$ cat config.mk
export PLATFORM = sky130hd
export DESIGN_NAME = isz_exec
export DESIGN_NICKNAME = d
export VERILOG_FILES = /design/src/include/isz_pkg.sv /design/src/include/isz_addr_if.sv /design/src/rtl/isz_addr_calc.sv /design/src/rtl/isz_exec.sv
export SDC_FILE = /design/constraint.sdc
export NUM_CORES = 1
export LEC_CHECK = 0
export CAP_MARGIN = 10
export CORE_MARGIN = 4
export CORE_UTILIZATION = 25
export DETAILED_ROUTE_END_ITERATION = 8
export DONT_BUFFER_PORTS = 1
export PLACE_DENSITY = 0.42
export SKIP_LAST_GASP = 1
export SLEW_MARGIN = 10
export SYNTH_ARGS = -nofsm -noshare
export SYNTH_HDL_FRONTEND = slang
export SYNTH_SLANG_ARGS = --single-unit
$ cat constraint.sdc
create_clock -name clock -period 2.55 [get_ports clock]
set_input_delay 0.51 -clock clock [delete_from_list [all_inputs] [get_ports clock]]
set_output_delay 0.51 -clock clock [all_outputs]
set_load 0.1 [all_outputs]
$ cat src/include/isz_pkg.sv
package isz_pkg;
  localparam int ISZ_ADDR_W = 14;
  localparam int ISZ_BANK_W = 6;
  localparam int ISZ_OPC_HI = 15;
  localparam int ISZ_OPC_LO = 10;
  localparam logic [5:0] ISZ_OPC_MATCH = 6'h0f;
  localparam int ISZ_DST_BIT = 9;
  localparam int ISZ_BANK_BIT = 8;
  localparam logic [7:0] ISZ_IDX_LIMIT = 8'h5f;
  localparam logic [7:0] ISZ_ACC_SPLIT = 8'h60;
  localparam logic [5:0] ISZ_ACC_HI_BANK = 6'h3f;
  localparam logic [5:0] ISZ_ACC_LO_BANK = 6'h00;
  localparam logic [1:0] ISZ_LAST_Q = 2'h3;
  localparam logic [1:0] ISZ_MIN_WORDS = 2'h1;
  localparam logic [1:0] ISZ_RST_WORDS = 2'h1;
  localparam logic [7:0] ISZ_RST_BYTE = 8'h00;

  typedef enum logic [2:0] {
    S_IDLE,
    S_DEC,
    S_READ,
    S_PROC,
    S_WRITE,
    S_FILL
  } isz_state_t;
endpackage

$ cat src/include/isz_addr_if.sv
`timescale 1ns/1ps
interface isz_addr_if;
  import isz_pkg::*;
  logic [7:0] f;
  logic bank;
  logic ext_en;
  logic [ISZ_BANK_W-1:0] bank_hi;
  logic [ISZ_ADDR_W-1:0] idx_base;
  logic [ISZ_ADDR_W-1:0] addr;
  logic indexed;
  modport calc (input f, bank, ext_en, bank_hi, idx_base, output addr, indexed);
  modport user (output f, bank, ext_en, bank_hi, idx_base, input addr, indexed);
endinterface

$ cat src/rtl/isz_addr_calc.sv
`timescale 1ns/1ps
module isz_addr_calc (
  isz_addr_if.calc a
);
  import isz_pkg::*;

  always_comb begin
    a.indexed = 1'b0;
    if (a.bank) begin
      a.addr = {a.bank_hi, a.f};
    end else if (a.ext_en && (a.f <= ISZ_IDX_LIMIT)) begin
      a.indexed = 1'b1;
      a.addr = a.idx_base + {{(ISZ_ADDR_W-8){1'b0}}, a.f};
    end else if (a.f < ISZ_ACC_SPLIT) begin
      a.addr = {ISZ_ACC_LO_BANK, a.f};
    end else begin
      a.addr = {ISZ_ACC_HI_BANK, a.f};
    end
  end
endmodule

$ cat src/rtl/isz_exec.sv
`timescale 1ns/1ps
module isz_exec (
  input wire logic clock,
  input wire logic rstn,
  input wire logic instr_valid,
  input wire logic [15:0] opcode,
  input wire logic [1:0] next_words,
  input wire logic ext_set_en,
  input wire logic [isz_pkg::ISZ_BANK_W-1:0] bank_select_register,
  input wire logic [isz_pkg::ISZ_ADDR_W-1:0] index_base,
  output logic [isz_pkg::ISZ_ADDR_W-1:0] mem_addr,
  output logic mem_rd,
  input wire logic [7:0] mem_rdata,
  output logic mem_wr,
  output logic [7:0] mem_wdata,
  output logic w_wr,
  output logic [7:0] w_wdata,
  output logic status_wr,
  output logic first_quarter_phase,
  output logic fourth_quarter_phase,
  output logic no_operation_cycle,
  output logic busy,
  output logic done
);
  import isz_pkg::*;

  typedef struct packed {
    isz_state_t st;
    logic [1:0] qtr;
    logic [1:0] left;
    logic [1:0] words;
    logic dst;
    logic bank;
    logic ext;
    logic [7:0] f;
    logic [ISZ_BANK_W-1:0] bank_hi;
    logic [ISZ_ADDR_W-1:0] idx;
    logic [ISZ_ADDR_W-1:0] addr;
    logic [7:0] res;
  } isz_regs_t;

  localparam isz_regs_t ISZ_REGS_RST = '{
    st: S_IDLE, qtr: 2'h0, left: 2'h0, words: ISZ_RST_WORDS, dst: 1'b0, bank: 1'b0,
    ext: 1'b0, f: ISZ_RST_BYTE, bank_hi: '0, idx: '0, addr: '0, res: ISZ_RST_BYTE};

  isz_regs_t r_q;
  isz_regs_t r_d;

  isz_addr_if aif ();

  function automatic logic isz_is_op(input logic [15:0] op);
    return op[ISZ_OPC_HI:ISZ_OPC_LO] == ISZ_OPC_MATCH;
  endfunction

  assign aif.f = r_q.f;
  assign aif.bank = r_q.bank;
  assign aif.ext_en = r_q.ext;
  assign aif.bank_hi = r_q.bank_hi;
  assign aif.idx_base = r_q.idx;

  isz_addr_calc u_calc (
    .a(aif.calc)
  );

  always_comb begin
    r_d = r_q;
    case (r_q.st)
      S_IDLE: begin
        if (instr_valid && isz_is_op(opcode)) begin
          r_d.dst = opcode[ISZ_DST_BIT];
          r_d.bank = opcode[ISZ_BANK_BIT];
          r_d.f = opcode[7:0];
          r_d.ext = ext_set_en;
          r_d.bank_hi = bank_select_register;
          r_d.idx = index_base;
          r_d.words = (next_words < ISZ_MIN_WORDS) ? ISZ_MIN_WORDS : next_words;
          r_d.st = S_DEC;
        end
      end
      S_DEC: begin
        r_d.addr = aif.addr;
        r_d.st = S_READ;
      end
      S_READ: begin
        r_d.res = mem_rdata;
        r_d.st = S_PROC;
      end
      S_PROC: begin
        r_d.res = r_q.res + 8'h01;
        r_d.st = S_WRITE;
      end
      S_WRITE: begin
        if (r_q.res == ISZ_RST_BYTE) begin
          r_d.st = S_FILL;
          r_d.qtr = 2'h0;
          r_d.left = r_q.words;
        end else begin
          r_d.st = S_IDLE;
        end
      end
      S_FILL: begin
        r_d.qtr = r_q.qtr + 2'h1;
        if (r_q.qtr == ISZ_LAST_Q) begin
          r_d.left = r_q.left - 2'h1;
          if (r_q.left == 2'h1) begin
            r_d.st = S_IDLE;
          end
        end
      end
      default: begin
        r_d = ISZ_REGS_RST;
      end
    endcase
  end

  always_ff @(posedge clock or negedge rstn) begin
    if (!rstn) begin
      r_q <= ISZ_REGS_RST;
    end else begin
      r_q <= r_d;
    end
  end

  assign mem_addr = r_q.addr;
  assign mem_rd = (r_q.st == S_READ);
  assign mem_wr = (r_q.st == S_WRITE) && r_q.dst;
  assign w_wr = (r_q.st == S_WRITE) && !r_q.dst;
  assign mem_wdata = r_q.res;
  assign w_wdata = r_q.res;
  assign status_wr = 1'b0;
  assign first_quarter_phase = (r_q.st == S_DEC) || ((r_q.st == S_FILL) && (r_q.qtr == 2'h0));
  assign fourth_quarter_phase = (r_q.st == S_WRITE) ||
    ((r_q.st == S_FILL) && (r_q.qtr == ISZ_LAST_Q));
  assign no_operation_cycle = (r_q.st == S_FILL);
  assign busy = (r_q.st != S_IDLE);
  assign done = ((r_q.st == S_WRITE) && (r_q.res != ISZ_RST_BYTE)) ||
    ((r_q.st == S_FILL) && (r_q.qtr == ISZ_LAST_Q) && (r_q.left == 2'h1));

  property p_accept;
    @(posedge clock) disable iff (!rstn)
      (!busy && instr_valid && isz_is_op(opcode)) |=> first_quarter_phase && busy;
  endproperty
  a_accept: assert property (p_accept) else $error("opcode not taken");

  property p_quarters;
    @(posedge clock) disable iff (!rstn)
      (r_q.st == S_DEC) |-> ##1 mem_rd ##1 (!mem_rd && !mem_wr && !w_wr) ##1 fourth_quarter_phase;
  endproperty
  a_quarters: assert property (p_quarters) else $error("quarter order wrong");

  property p_mem_sum;
    @(posedge clock) disable iff (!rstn)
      mem_wr |-> (mem_wdata == 8'($past(mem_rdata, 2) + 8'h01)) && $past(mem_rd, 2);
  endproperty
  a_mem_sum: assert property (p_mem_sum) else $error("memory write not operand plus one");

  property p_w_sum;
    @(posedge clock) disable iff (!rstn)
      w_wr |-> (w_wdata == 8'($past(mem_rdata, 2) + 8'h01)) && $past(mem_rd, 2);
  endproperty
  a_w_sum: assert property (p_w_sum) else $error("w write not operand plus one");

  property p_skip;
    @(posedge clock) disable iff (!rstn)
      ((mem_wr || w_wr) && (mem_wdata == 8'h00)) |=> no_operation_cycle[*4];
  endproperty
  a_skip: assert property (p_skip) else $error("zero result did not skip");

  property p_no_skip;
    @(posedge clock) disable iff (!rstn)
      ((mem_wr || w_wr) && (mem_wdata != 8'h00)) |-> done ##1 !busy;
  endproperty
  a_no_skip: assert property (p_no_skip) else $error("nonzero result skipped");

  property p_skip_two;
    @(posedge clock) disable iff (!rstn)
      ((mem_wr || w_wr) && (mem_wdata == 8'h00) && (r_q.words == 2'h2))
        |=> no_operation_cycle[*8] ##1 !busy;
  endproperty
  a_skip_two: assert property (p_skip_two) else $error("two word skip length wrong");

  property p_nop_quiet;
    @(posedge clock) disable iff (!rstn)
      no_operation_cycle |-> !mem_rd && !mem_wr && !w_wr && !status_wr;
  endproperty
  a_nop_quiet: assert property (p_nop_quiet) else $error("activity in inserted cycle");

  property p_bank_addr;
    @(posedge clock) disable iff (!rstn)
      (mem_rd && r_q.bank) |-> (mem_addr == {r_q.bank_hi, r_q.f});
  endproperty
  a_bank_addr: assert property (p_bank_addr) else $error("banked address wrong");

  property p_idx_addr;
    @(posedge clock) disable iff (!rstn)
      (mem_rd && !r_q.bank && r_q.ext && (r_q.f <= ISZ_IDX_LIMIT))
        |-> aif.indexed && (mem_addr == ISZ_ADDR_W'(r_q.idx + r_q.f));
  endproperty
  a_idx_addr: assert property (p_idx_addr) else $error("indexed address wrong");

  property p_status;
    @(posedge clock) disable iff (!rstn)
      busy |-> !status_wr;
  endproperty
  a_status: assert property (p_status) else $error("status written");

  c_no_skip: cover property (@(posedge clock) disable iff (!rstn)
    (mem_wr || w_wr) && (mem_wdata != 8'h00));
  c_skip_one: cover property (@(posedge clock) disable iff (!rstn)
    (mem_wr || w_wr) && (mem_wdata == 8'h00) && (r_q.words == 2'h1));
  c_skip_three: cover property (@(posedge clock) disable iff (!rstn)
    (mem_wr || w_wr) && (mem_wdata == 8'h00) && (r_q.words == 2'h3));
  c_indexed: cover property (@(posedge clock) disable iff (!rstn)
    mem_rd && !r_q.bank && r_q.ext && (r_q.f <= ISZ_IDX_LIMIT));
endmodule

# Word-level counts from Yosys, hierarchy flattened
# Cells that the tools add are included.
# W data, S select, Z words.
# word_totals
reg_bits,62
out_inout_bits,39
wordCells,74
# classes
n_addsub,4
n_lt_le_gt_ge,3
n_eq_ne,12
n_mux,16
n_bitwise,2
n_reduce_logical,25
# ops
operator,n
$pmux W33 S2,1
$mux W14,3
$mux W33,1
$pmux W14 S2,1
$pmux W8 S3,1
$pmux W3 S6,1
$add A14 B8 Y14,1
$mux W3,4
$pmux W4 S3,1
$reduce_or A5 Y1,2
$add A8 B1 Y8 const B,1
$le A8 B7 Y1 const B,1
$logic_and A1 B1 Y1,8
$logic_not A8 Y1,1
$lt A8 B7 Y1 const B,1
$reduce_bool A8 Y1,1
$reduce_or A4 Y1,2
$eq A3 B2 Y1 const B,2
$eq A3 B3 Y1 const B,2
$eq A6 B4 Y1 const B,1
$reduce_and A3 Y1,2
$mux W2,2
$mux W4,1
$ne A2 B1 Y1 const B,2
other kinds (14),19

# Longest topological paths before layout
# depth
word_depth,5
depth_mapped,8
depth_no_buf,8

# Cells and area by module
# Synthesis repeated with hierarchy kept, for this count alone.
# unflattened
hier_cells,479
area_unflattened_um2,3993.8
# modules_own_cells
module,n_inst,cells_per_inst,area_each_um2
isz_exec,1,358,3219.3
isz_addr_calc,1,121,774.5

# Least setup slack after synthesis
# No wires, ideal clock.
# synth_timing
kind,register -> output
start,register r_q[60] in the netlist's numbering
end,output first_quarter_phase
t_arrival_ns,3.180
required_ns,2.040
path_slack_ns,-1.140
stages_incl_launch_ff,5
path_cell_list,dfrtp_1 > buf_2 > buf_1 > buf_1 > a211oi_1
# synth_between
elab_chain_cells,3
# synth_lines
element,line,rtl
start: declaration,isz_exec.sv:46,isz_regs_t r_q;
start signal: assignment,isz_exec.sv:120,r_q <= r_d;
$eq A3 B3 Y1,isz_exec.sv:131,assign first_quarter_phase = (r_q.st == S_DEC) || ((r_q.st == S_FILL) && (r_q.qtr == 2'h0));
$logic_and A1 B1 Y1,isz_exec.sv:131,
$logic_or A1 B1 Y1 *,isz_exec.sv:131,
end: declaration,isz_exec.sv:19,"output logic first_quarter_phase,"
# Every way passes the cells marked *; elsewhere a longest branch is shown, timed or not.

# Final worst setup path
# layout_timing
start,"register r_q, in the netlist mem_wdata[4]"
end,output done
# layout_between
elab_chain_cells,3
# layout_lines
element,line,rtl
$reduce_bool A8 Y1,isz_exec.sv:136,assign done = ((r_q.st == S_WRITE) && (r_q.res != ISZ_RST_BYTE)) ||
$logic_and A1 B1 Y1,isz_exec.sv:136,
$logic_or A1 B1 Y1,isz_exec.sv:136,
end: declaration,isz_exec.sv:23,output logic done
# No other way between the ends.

==> flow_summary.json <==
{
  "grt_max_degree": 67,
  "port_buffers": 0,
  "gr-usage-all-layers_pct": 12.0,
  "finalCritPeriodShare_pct": 92.6,
  "total_number_of_vias": 2848,
  "drcViolationCount": 0,
  "drt_iter0_markers": 143,
  "first_global_vias": 2895,
  "finalSetupViolations": 0,
  "final_common_cell": "sky130_fd_sc_hd__nand2_1",
  "worst_case_clock_buffer_depth": 2,
  "synth_seq_cells": 62,
  "timing_max_transition_violations_final": 0,
  "placedCellCount": 589,
  "cts_buffers": 9,
  "critPathRequiredTime_ns": 2.04,
  "utilization_pct": 29.6,
  "routabilityCongestion": 0.808,
  "row_count": 44,
  "crit-reg2reg-launch": "aif.f[0]",
  "clock-skew-final_ns": 0.00945,
  "final_cell_mix": "sky130_fd_sc_hd__nand2_1, sky130_fd_sc_hd__dfrtp_1, sky130_fd_sc_hd__o21ai_0",
  "grt_util_met2_pct": 19.3,
  "met1_track_demand_over_resource_pct": 15.0,
  "worst_hold_path_type": "primary input to asynchronous set/reset pin",
  "category_of_the_critical_setup_timing_path": "flop to output port",
  "synth_top_area_share_pct": 41.5,
  "initial_antenna_violation_count": 0,
  "clock_sinks": 62,
  "wire_length_of_the_first_global_routing_pass_mm": 15.5,
  "drt-vias-per-instance": 4.69,
  "yosysSeqAreaShare_pct": 42.2,
  "globalRoute.totalOverflow": 0,
  "dp_hpwl_mm": 6.85,
  "fin_nets": 482,
  "max-cap-violations": 0,
  "insertion_delay_ns": 0.33,
  "syn-num-nets": 487,
  "synth_top_family_by_area": "compound AO/OA/AOI/OAI gates",
  "fin_hold_ws_ns": 0.0431,
  "dieHeight_microns": 129,
  "setup.worst_path.end_class": "output port",
  "finalWorstPathRequiredPeriod_ns": 2.36,
  "yosysWarnings": 0,
  "die_w_microns": 129,
  "ctsRootBufferMaster": "sky130_fd_sc_hd__clkbuf_16",
  "setup_repair_after_global_routing_missed_its_margin": "no",
  "synth_area_leader_cell": "sky130_fd_sc_hd__dfrtp_1",
  "cts_tree": "yes",
  "crit_arrival_ns": 1.85,
  "h-tree-depth": 3,
  "core_area_sq_um": 14500,
  "post_synth_inst_count": 423,
  "syn-cell-area_sq_um": 3680,
  "synth.area.mux_share_pct": 1.70,
  "yosysUniqueCellTypes": 55,
  "pre_antenna_drt_iters": 4,
  "synth_edf_count": 0,
  "synth_area_per_cell_sq_um": 8.70,
  "synthAdderAreaFrac_pct": 4.96,
  "worst-slew-pin-transition_ns": 0.950,
  "die_area_sq_um": 16700,
  "synth-xor-area-share_pct": 2.62,
  "timing.final.hold_violations": 0,
  "startpoint": "mem_wdata[4]",
  "synth-compound-area-share_pct": 20.0,
  "start_util_pct": 25.4,
  "pre_cts_slack_ns": 0.323,
  "worstPathMaxFanout": 6,
  "maxSlewHeadroom_pct": 36.7,
  "ys_async_sr_fraction_pct": 100,
  "run_status": "completed",
  "synth_simple_gate_area_share_pct": 16.8,
  "instances_no_fill": 607,
  "totalWireLength_mm": 9.70,
  "layout_setup_ws_ns": 0.189,
  "route.antenna.remaining_nets": 0,
  "num-fill-cells": 1534,
  "synthToLayoutAreaGrowth_pct": 16.3,
  "synth_top_cells_by_area": "sky130_fd_sc_hd__dfrtp_1, sky130_fd_sc_hd__nand2_1, sky130_fd_sc_hd__o21ai_0",
  "fmaxAchievable_ghz": 0.424,
  "io-pin-count": 89,
  "cts_resized": 0,
  "drive_above_1_share_pct": 17.0,
  "grtUsageMet3_pct": 4.49,
  "routedWlPerCell_microns": 16.0,
  "worst_setup_path_start_kind": "flop",
  "synth_flop_cell": "sky130_fd_sc_hd__dfrtp_1",
  "busiest_grt_layer": "met2",
  "clkSlewWorstSetupHoldPaths_ns": 0.05,
  "ant_diodes": 0
}
kinds of logic (layout without fill, tap and decap cells):
kind of cell,Yosys count,after routing
xor+xnor,11,11
buf+inv,71,71
simple gates,137,137
compound gates,121,121
other cells,1,1
flops,62,62
mux,6,6
fa+ha+maj,14,14
per-layer routing:
layer  vias up  part of all wire, %
met4         0                  1.4
li1       1431                    -
met1      1341                   45
met3        11                  6.5
met5         -                    0
met2        65                   48
synthesized netlist by cell type (all sizes together) (2+ instances only):
| cell type | count |
|---|---|
| a211oi | 4 |
| mux2 | 2 |
| inv | 18 |
| mux2i | 4 |
| o21ai | 58 |
| nand2b | 7 |
| dfrtp | 61 |
| ha | 13 |
| o31ai | 3 |
| nor3 | 4 |
| or3 | 4 |
| buf | 43 |
| nor2 | 18 |
| nor3b | 2 |
| a21oi | 15 |
| a22oi | 6 |
| a22o | 2 |
| clkbuf | 10 |
| xor2 | 10 |
| o22ai | 8 |
| a32oi | 7 |
| a31oi | 2 |
| o211ai | 6 |
| o41ai | 2 |
| o21a | 2 |
| nand3 | 12 |
| nand2 | 82 |
layout make-up:
type,count,area [sq um],share of cell area (%)
sequential,62,1560,36.5
timing repair buffer,37,375,8.76
inverter,18,67.6,1.58
tap,184,230,5.38
clock buffer,15,278,6.49
clock inverter,1,30.0,0.701
multi-input combinational,290,1740,40.6
worst paths after layout:
check / end / slack (ns) / depth (start not counted)
max: done / 0.19 / 5
max reg2reg: mem_addr[12] / 0.26 / 8
min in group clock: r_q[53] / 0.26 / 1
min reg2reg: r_q[56] / 0.51 / 1
max in group asynchronous: r_q[53] / 1.87 / 1
min: mem_wdata[6] / 0.04 / 1
critical path, stage by stage (launching register included):
cell and delay (ns):
sky130_fd_sc_hd__dfrtp_2 0.43, sky130_fd_sc_hd__nor4_1 0.29, sky130_fd_sc_hd__a41oi_1 0.23, sky130_fd_sc_hd__a31oi_1 0.29, sky130_fd_sc_hd__nor2_2 0.08, sky130_fd_sc_hd__buf_12 0.19
flip-flops by register name, indices dropped and copies added, names as in the netlist:
name / flops
mem_wdata: 8
aif.f: 8
aif.idx_base: 14
r_q: 10
aif.ext_en: 1
aif.bank_hi: 6
mem_addr: 14
aif.bank: 1
timing repair:
item | CTS | global route
endpoints found under the hold margin | 61 | 1
setup endpoints to repair | 0 | 0
buffers inserted | 0 | 0
hold buffers | 1 | 1
through the flow:
step / cell area [sq um] / TNS [ns]
finish: 4280 / 0
detailed placement: 3940 / 0
global route: 4280 / 0
CTS: 4270 / 0
global placement: 3940 / 0
floorplan: 3710 / -0.197
Power is not shown: default switching activity piles up to over one toggle a cycle in this logic, so the estimate is an artifact.
